## src/lpmr_defines.vh

```
// Constants for the mode-register bank at addresses 03h..08h
`ifndef LPMR_DEFINES_VH
`define LPMR_DEFINES_VH

`define LPMR_MA_W            8
`define LPMR_OP_W            8
`define LPMR_MA_IO_DRIVE     8'h03
`define LPMR_MA_TEMP_STATUS  8'h04
`define LPMR_MA_MAKER_ID     8'h05
`define LPMR_MA_REV_FIRST    8'h06
`define LPMR_MA_REV_SECOND   8'h07
`define LPMR_MA_DESCRIPTOR   8'h08

`define LPMR_DS_W            4
`define LPMR_DS_RESET        4'h2
`define LPMR_DS_34R3         4'h1
`define LPMR_DS_40R          4'h2
`define LPMR_DS_48R          4'h3
`define LPMR_DS_60R          4'h4
`define LPMR_DS_80R          4'h6
`define LPMR_DS_120R         4'h7

`define LPMR_RATE_W          3
`define LPMR_RATE_RESET      3'h3
`define LPMR_RATE_LOW_LIMIT  3'h0
`define LPMR_RATE_X4         3'h1
`define LPMR_RATE_X2         3'h2
`define LPMR_RATE_X1         3'h3
`define LPMR_RATE_RSVD       3'h4
`define LPMR_RATE_Q_NODER    3'h5
`define LPMR_RATE_Q_DERATE   3'h6
`define LPMR_RATE_HIGH_LIMIT 3'h7
`define LPMR_RATE_HOT_BIT    2

`define LPMR_TYPE_NVM        2'h2
`define LPMR_TYPE_RSVD       2'h3
`define LPMR_DENS_MAX        4'h9
`define LPMR_WIDTH_UNUSED    2'h3

`define LPMR_MAKER_ID_DEF    8'h5a
`define LPMR_REV_FIRST_DEF   8'h10
`define LPMR_REV_SECOND_DEF  8'h20
`define LPMR_TYPE_DEF        2'h0
`define LPMR_DENS_DEF        4'h6
`define LPMR_WIDTH_DEF       2'h1

`endif

```

## src/lpmr_temp_flag.v

```verilog
// Temperature refresh-rate capture with sticky update flag
`timescale 1ns/1ps
`default_nettype none
`include "lpmr_defines.vh"
module lpmr_temp_flag (
  input  wire                    clk_i,
  input  wire                    rst_n_i,
  input  wire [`LPMR_RATE_W-1:0] rate_i,
  input  wire                    status_read_i,
  output reg  [`LPMR_RATE_W-1:0] rate_o,
  output reg                     flag_o
);
  wire rate_changed;

  assign rate_changed = (rate_i != rate_o);

  always @(posedge clk_i or negedge rst_n_i) begin
    if (!rst_n_i) begin
      rate_o <= `LPMR_RATE_RESET;
      flag_o <= 1'b0;
    end else begin
      rate_o <= rate_i;
      if (rate_changed) begin
        flag_o <= 1'b1;
      end else if (status_read_i) begin
        flag_o <= 1'b0;
      end
    end
  end
endmodule
`default_nettype wire

```

## src/lpmr_bank.v

```verilog
// Mode-register bank, addresses 03h..08h, read/write over command port
// How it works
// - Address 03h: write-only 4-bit drive-strength code, bits 7:4 reserved.
// - Codes 1,2,3,4,6,7 select 34.3..120 ohm; default 2; others reserved.
// - Address 04h reads rate code in bits 2:0, update flag bit 7.
// - Rate codes 1..3 are 4x,2x,1x; 5 and 6 quarter; 4 reserved.
// - Rate 0 and 7 report low or high temperature limit exceeded.
// - Rate bit 2 set means die temperature above 85 degrees.
// - Reading address 04h clears the update flag; a rate change in the same cycle sets it instead.
// - Update flag is zero after reset until a rate change.
// - Address 05h returns fixed 8-bit maker identity.
// - Address 06h returns first revision identity.
// - Address 07h returns second revision identity.
// - Address 08h returns type, density and I/O width descriptor.
// - Density 0..9 doubles from 64Mb; width 0 x32, 1 x16, 2 x8.
`timescale 1ns/1ps
`default_nettype none
`include "lpmr_defines.vh"
module lpmr_bank #(
  parameter [`LPMR_OP_W-1:0] MAKER_ID   = `LPMR_MAKER_ID_DEF,
  parameter [`LPMR_OP_W-1:0] REV_FIRST  = `LPMR_REV_FIRST_DEF,
  parameter [`LPMR_OP_W-1:0] REV_SECOND = `LPMR_REV_SECOND_DEF,
  parameter [1:0]            MEM_TYPE   = `LPMR_TYPE_DEF,
  parameter [3:0]            DENSITY    = `LPMR_DENS_DEF,
  parameter [1:0]            IO_WIDTH   = `LPMR_WIDTH_DEF
) (
  input  wire                    clk_i,
  input  wire                    rst_n_i,
  input  wire                    mrw_i,
  input  wire                    mrr_i,
  input  wire [`LPMR_MA_W-1:0]   ma_i,
  input  wire [`LPMR_OP_W-1:0]   op_i,
  input  wire [`LPMR_RATE_W-1:0] sensor_rate_i,
  output reg  [`LPMR_OP_W-1:0]   rd_data_o,
  output reg                     rd_valid_o,
  output reg                     rd_hit_o,
  output wire [`LPMR_DS_W-1:0]   drive_strength_code_o,
  output wire                    derate_o,
  output wire                    temp_limit_o,
  output wire                    temp_hot_o
);
  reg  [`LPMR_DS_W-1:0]   drive_strength_code_r;
  reg  [`LPMR_OP_W-1:0]   rd_nxt;
  reg                     hit_nxt;
  wire [`LPMR_RATE_W-1:0] rate;
  wire                    temp_update_flag;
  wire                    status_read;
  wire [`LPMR_OP_W-1:0]   descriptor;

  // Only the defined drive-strength codes are accepted
  function ds_legal;
    input [`LPMR_DS_W-1:0] code;
    begin
      case (code)
        `LPMR_DS_34R3,
        `LPMR_DS_40R,
        `LPMR_DS_48R,
        `LPMR_DS_60R,
        `LPMR_DS_80R,
        `LPMR_DS_120R: ds_legal = 1'b1;
        default:       ds_legal = 1'b0;
      endcase
    end
  endfunction

  // Identity descriptor fields; reserved encodings forced to legal
  function [`LPMR_OP_W-1:0] make_desc;
    input [1:0] t;
    input [3:0] d;
    input [1:0] w;
    reg   [1:0] tt;
    reg   [3:0] dd;
    reg   [1:0] ww;
    begin
      tt = (t == `LPMR_TYPE_RSVD) ? `LPMR_TYPE_DEF : t;
      dd = (d > `LPMR_DENS_MAX) ? `LPMR_DENS_DEF : d;
      ww = (w == `LPMR_WIDTH_UNUSED) ? `LPMR_WIDTH_DEF : w;
      make_desc = {ww, dd, tt};
    end
  endfunction

  assign descriptor = make_desc(MEM_TYPE, DENSITY, IO_WIDTH);
  assign status_read = mrr_i && (ma_i == `LPMR_MA_TEMP_STATUS);

  lpmr_temp_flag u_temp_flag (
    .clk_i         (clk_i),
    .rst_n_i       (rst_n_i),
    .rate_i        (sensor_rate_i),
    .status_read_i (status_read),
    .rate_o        (rate),
    .flag_o        (temp_update_flag)
  );

  // Write path: only 03h is writable, reserved codes dropped
  always @(posedge clk_i or negedge rst_n_i) begin
    if (!rst_n_i) begin
      drive_strength_code_r <= `LPMR_DS_RESET;
    end else if (mrw_i && (ma_i == `LPMR_MA_IO_DRIVE) &&
                 ds_legal(op_i[`LPMR_DS_W-1:0])) begin
      drive_strength_code_r <= op_i[`LPMR_DS_W-1:0];
    end
  end

  // Read mux; 03h is write-only and reads zero
  always @* begin
    rd_nxt  = {`LPMR_OP_W{1'b0}};
    hit_nxt = 1'b1;
    case (ma_i)
      `LPMR_MA_IO_DRIVE:    rd_nxt = {`LPMR_OP_W{1'b0}};
      `LPMR_MA_TEMP_STATUS: rd_nxt = {temp_update_flag, 4'h0,
                                      rate};
      `LPMR_MA_MAKER_ID:    rd_nxt = MAKER_ID;
      `LPMR_MA_REV_FIRST:   rd_nxt = REV_FIRST;
      `LPMR_MA_REV_SECOND:  rd_nxt = REV_SECOND;
      `LPMR_MA_DESCRIPTOR:  rd_nxt = descriptor;
      default:              hit_nxt = 1'b0;
    endcase
  end

  always @(posedge clk_i or negedge rst_n_i) begin
    if (!rst_n_i) begin
      rd_data_o  <= {`LPMR_OP_W{1'b0}};
      rd_valid_o <= 1'b0;
      rd_hit_o   <= 1'b0;
    end else begin
      rd_valid_o <= mrr_i;
      rd_hit_o   <= mrr_i && hit_nxt;
      if (mrr_i) begin
        rd_data_o <= rd_nxt;
      end
    end
  end

  assign drive_strength_code_o = drive_strength_code_r;
  assign derate_o     = (rate == `LPMR_RATE_Q_DERATE);
  assign temp_limit_o = (rate == `LPMR_RATE_LOW_LIMIT) ||
                        (rate == `LPMR_RATE_HIGH_LIMIT);
  assign temp_hot_o   = rate[`LPMR_RATE_HOT_BIT];
endmodule
`default_nettype wire

```

## config.mk

```make
export PLATFORM = sky130hd
export DESIGN_NAME = lpmr_bank
export DESIGN_NICKNAME = d
export VERILOG_FILES = /design/src/lpmr_temp_flag.v /design/src/lpmr_bank.v
export VERILOG_INCLUDE_DIRS = /design/src /design/src/src
export SDC_FILE = /design/constraint.sdc
export NUM_CORES = 1
export LEC_CHECK = 0
export BUFFER_PORTS_ARGS = -buffer_cell sky130_fd_sc_hd__clkbuf_2
export CAP_MARGIN = 20
export CORE_MARGIN = 5
export CORE_UTILIZATION = 44
export CTS_CLUSTER_SIZE = 8
export DETAILED_ROUTE_END_ITERATION = 12
export PLACE_DENSITY = 0.85
export SYNTH_ARGS = -nofsm -noshare
export SYNTH_HDL_FRONTEND = slang
export SYNTH_SLANG_ARGS = --single-unit
```

## constraint.sdc

```tcl
create_clock -name clk_i -period 1.15 [get_ports clk_i]
set_input_delay 0.1725 -clock clk_i [delete_from_list [all_inputs] [get_ports clk_i]]
set_output_delay 0.1725 -clock clk_i [all_outputs]
set_load 0.03 [all_outputs]
```

# Word-level counts from Yosys, hierarchy flattened
# Cells that the tools add are included.
# word_totals
reg_bits,18
input_bits,23
elab_cells,35
# classes
n_eq_ne,15
n_reduce_logical,9
muxes,5
# op_table
op,count
$pmux W8 S5,1
$eq A8 B3 Y1 const B,4
$eq A4 B3 Y1 const B,3
$reduce_or A6 Y1,2
$eq A4 B2 Y1 const B,2
$eq A8 B2 Y1 const B,1
$eq A8 B4 Y1 const B,1
$eq A3 B3 Y1 const B,2
$eq A4 B1 Y1 const B,1
$logic_and A1 B1 Y1,4
$mux W1,4
$logic_not A3 Y1,1
$ne A3 B3 Y1,1
$reduce_bool A2 Y1,1
$logic_or A1 B1 Y1,1

# Longest topological paths before layout
# logic_depth
depth_word,4
mapped_depth,5
mapped_depth_nobuf,4

# By module
# Synthesis repeated with hierarchy kept, for this count alone.
# hier_totals
cells_unflattened,81
area_unflattened_um2,828.3
# by_module_without_submodules
module,n_inst,seq_area_each_um2,area_each_um2,cells_each
lpmr_bank,1,326.6,686.9,72
lpmr_temp_flag,1,102.6,141.4,9

# Worst setup path before layout
# No wires, ideal clock.
# synth_timing
path_type,input port to flip-flop
start,input ma_i[5]
end,register u_temp_flag.flag_o
required_ps,1017
arrival_time_ps,1417
setup_ps,133
setup_slack_ps,-401
cell_stages,4
n_path_buf,0
cell_sequence,or4_4 > or4_4 > o21ai_2 > nand4_1
# synth_between
elab_chain_len,3
# synth_lines
element,line_no,source
"start, declared",lpmr_bank.v:31,"input wire [`LPMR_MA_W-1:0] ma_i,"
$eq A8 B3 Y1,--,
$logic_and A1 B1 Y1,lpmr_bank.v:83,assign status_read = mrr_i && (ma_i == `LPMR_MA_TEMP_STATUS);
$reduce_bool A2 Y1 (no line),--,
"end signal, assigned",lpmr_temp_flag.v:20,flag_o <= 1'b0;
"end signal, assigned",lpmr_temp_flag.v:24,flag_o <= 1'b1;
"end signal, assigned",lpmr_temp_flag.v:26,flag_o <= 1'b0;
"end, declared",lpmr_temp_flag.v:11,output reg flag_o
# Every way passes these cells.
# A chain may end at the register's enable or synchronous reset.

# Worst setup path in the final report
# layout_timing
start,register u_temp_flag.rate_o[1]
end,output temp_limit_o
# layout_between
elab_chain_len,2
elab_cells_between_ends,3
cone_classes,eq/ne: 1; reduce/logical: 2
# layout_lines
element,line_no,source
"start, declared",lpmr_temp_flag.v:10,"output reg [`LPMR_RATE_W-1:0] rate_o,"
"start signal, assigned",lpmr_temp_flag.v:19,rate_o <= `LPMR_RATE_RESET;
"start signal, assigned",lpmr_temp_flag.v:22,rate_o <= rate_i;
$eq A3 B3 Y1 (no line) or $logic_not A3 Y1 (tied branches),--,
$logic_or A1 B1 Y1 (*),lpmr_bank.v:136,assign temp_limit_o = (rate == `LPMR_RATE_LOW_LIMIT) ||
"end, declared",lpmr_bank.v:39,"output wire temp_limit_o,"
# Mark *: on every way between the ends. The rest lies on a longest branch, timed or not.

==> impl_metrics.json <==
{
  "fillers": 143,
  "antenna_cells": 0,
  "drt-vias-per-instance": 5.16,
  "crit_chain": "or3_4 > nand2_4 > buf_8",
  "gp_congestion": 0.816,
  "cpPeakStageDelay_ps": 400,
  "violations": "setup timing",
  "cp-end-kind": "primary output",
  "rsz0062_at_grt": "true",
  "placed_cells": 153,
  "fin_skew_ps": 0.616,
  "final_hold_viol_count": 0,
  "num_vias": 841,
  "area_growth_pct": 60.6,
  "yosysTopAreaCellShare_pct": 42.2,
  "slew_headroom_pct": 68.7,
  "finalPower_uw": 1170,
  "io_pins": 40,
  "clock_sinks": 17,
  "syn_avg_cell_area_um2": 9.99,
  "drive_gt1_share_pct": 51.4,
  "antenna_found_initial": 0,
  "power.density_nw_per_um2": 877,
  "crit_fanout": 4,
  "cts_buffer_depth": 2,
  "setup_viol": 6,
  "cts_root_buffer": "clkbuf_4",
  "die_h_um": 53.4,
  "ys.flop_type": "dfrtp_1",
  "grt_pass1_wl_mm": 3.60,
  "p_leak_uw": 0.000644,
  "worst-endpoint-arrival_ps": 1240,
  "seq_area_frac_synth_pct": 51.7,
  "synthTopCellsByArea": "dfrtp_1, dfstp_2, mux2i_1",
  "worstHoldPathType": "in2reg",
  "portBuffers": 35,
  "synth_cell_types": 28,
  "layout.area.seq_um2": 430,
  "synthArstFlopShare_pct": 100,
  "cts_max_level": 1,
  "ys_seq_elements": 17,
  "synth_enable_flop_cells": 0,
  "routedWlPerCell_um": 13.9,
  "worst_path_max_delay_cell": "dfstp_2",
  "crit_family": "simple AND/OR/NAND/NOR gates",
  "overflow": 0,
  "synthCells": 83,
  "wirelength_mm": 2.27,
  "drt-initial-drc-count": 18,
  "ant_nets": 0,
  "cp.buffers_inverters": 1,
  "worstSetupStartpointType": "register",
  "worstSkewPairLatency_ps": 270,
  "setup_ws_ps": -267,
  "syn_nets": 106,
  "multi_input_area_um2": 440,
  "die_x_um": 53.4,
  "cp.required_ps": 980,
  "dp_hpwl_mm": 1.68,
  "core_um2": 1760,
  "drv_slew": 0,
  "ys_warn_count": 0,
  "fmax_ghz": 0.706,
  "critPathKind": "reg2out",
  "rows": 15,
  "grt_max_degree": 18,
  "final_nets": 162,
  "tritoncts": "built",
  "first_global_vias": 824,
  "hold_slack_ps": 37.3,
  "die_area_um2": 2850,
  "grt_use_total_pct": 17.3,
  "run_status": "finished, violations left",
  "yosys-top-cells-count": "dfrtp_1, nand2_1, nor2_1, o21ai_0",
  "maxCapViolations": 0,
  "tightestPinTransition_ps": 470,
  "dr.pass1.iters": 4,
  "cts-buffers-inserted": 3,
  "synth_area_leader_cell": "dfrtp_1",
  "finalCriticalPeriod_ps": 1420,
  "stdcell_count": 163,
  "drc": 0,
  "vdd_ir_drop_max_uv": 611,
  "synth_area_um2": 830,
  "initial_core_util_pct": 47.0,
  "path_clk_slew_ps": 90,
  "synth.most_common_cell": "dfrtp_1",
  "fin_crit_sh_pct": 123
}
## cells in the final DEF (no fill, tap or decap), drive strengths merged, types with 3 or more instances in the layout
cell,n
dfstp,3
clkbuf,35
nor2,7
inv,3
dfrtp,14
nor3,4
o2bb2ai,3
buf,21
xnor2,3
nand3,3
o21ai,8
mux2i,4
nand2,7
dlygate4sd3,3
a21oi,3
## cells by family after synthesis
logic type | after synthesis | synth area share, %
simple gates | 32 | 20.4
compound gates | 20 | 16.1
flops | 17 | 51.7
buf+inv | 7 | 3.77
mux | 4 | 4.83
xor+xnor | 3 | 3.17
## path summary, 6_finish.rpt
kind / from / end / slack, ps / depth (start not counted)
min: sensor_rate_i[2] / u_temp_flag.rate_o[2]$_DFF_PN0_ / 40 / 1
min reg2reg: rd_data_o[5]$_DFFE_PN0P_ / rd_data_o[5]$_DFFE_PN0P_ / 490 / 1
max: u_temp_flag.rate_o[1]$_DFF_PN1_ / temp_limit_o / -270 / 3
max in group asynchronous: rst_n_i / drive_strength_code_o[1]$_DFFE_PN1P_ / 460 / 2
min in group asynchronous: rst_n_i / rd_data_o[0]$_DFFE_PN0P_ / 360 / 2
max reg2reg: u_temp_flag.rate_o[0]$_DFF_PN1_ / u_temp_flag.flag_o$_DFFE_PN0P_ / -50 / 5
## per-layer routing
metal,global-route usage [%],routed length [µm]
met5,0,0
met1,21.1,913
met3,1.69,94
met4,5.96,47
met2,31.2,1210
## flip-flops by register name, summed over array words and instances, names as in the netlist
name / count
u_temp_flag.rate_o: 3
u_temp_flag.flag_o: 1
drive_strength_code_o: 4
rd_hit_o: 1
rd_valid_o: 1
rd_data_o: 7
## timing repair
item	4_1_cts	5_1_grt
resized for setup	12	13
hold buffers	3	0
endpoints found under the hold margin	16	0
cloned	0	0
endpoints found under the setup margin	8	12
setup buffers	3	0
pin swaps	4	4
## metrics by stage
step / setup TNS (ps) / util [%] / instance area [µm²] / worst slack, ps
final: -877 / 75.5 / 1330 / -267
after global placement: -2550 / 64.3 / 1130 / -439
after detailed placement: -3180 / 64.3 / 1130 / -473
after floorplan: -1040 / - / 842 / -334
after global routing: -1060 / 75.5 / 1330 / -340
after CTS: -813 / 71.8 / 1270 / -284
## area by class of cell
type                       instances  area share, %
inverter                           3          0.845
multi-input combinational         59           33.1
tap                               25           2.35
sequential                        17           32.3
clock buffer                       4           1.97
timing repair buffer              55           29.5
## where the power goes
group          internal (µW)  total [µW]  switching [µW]
logic                    122         253             131
registers                612         619            7.71
clock network            134         296             162
No activity file was read; power rests on OpenSTA's default activity.
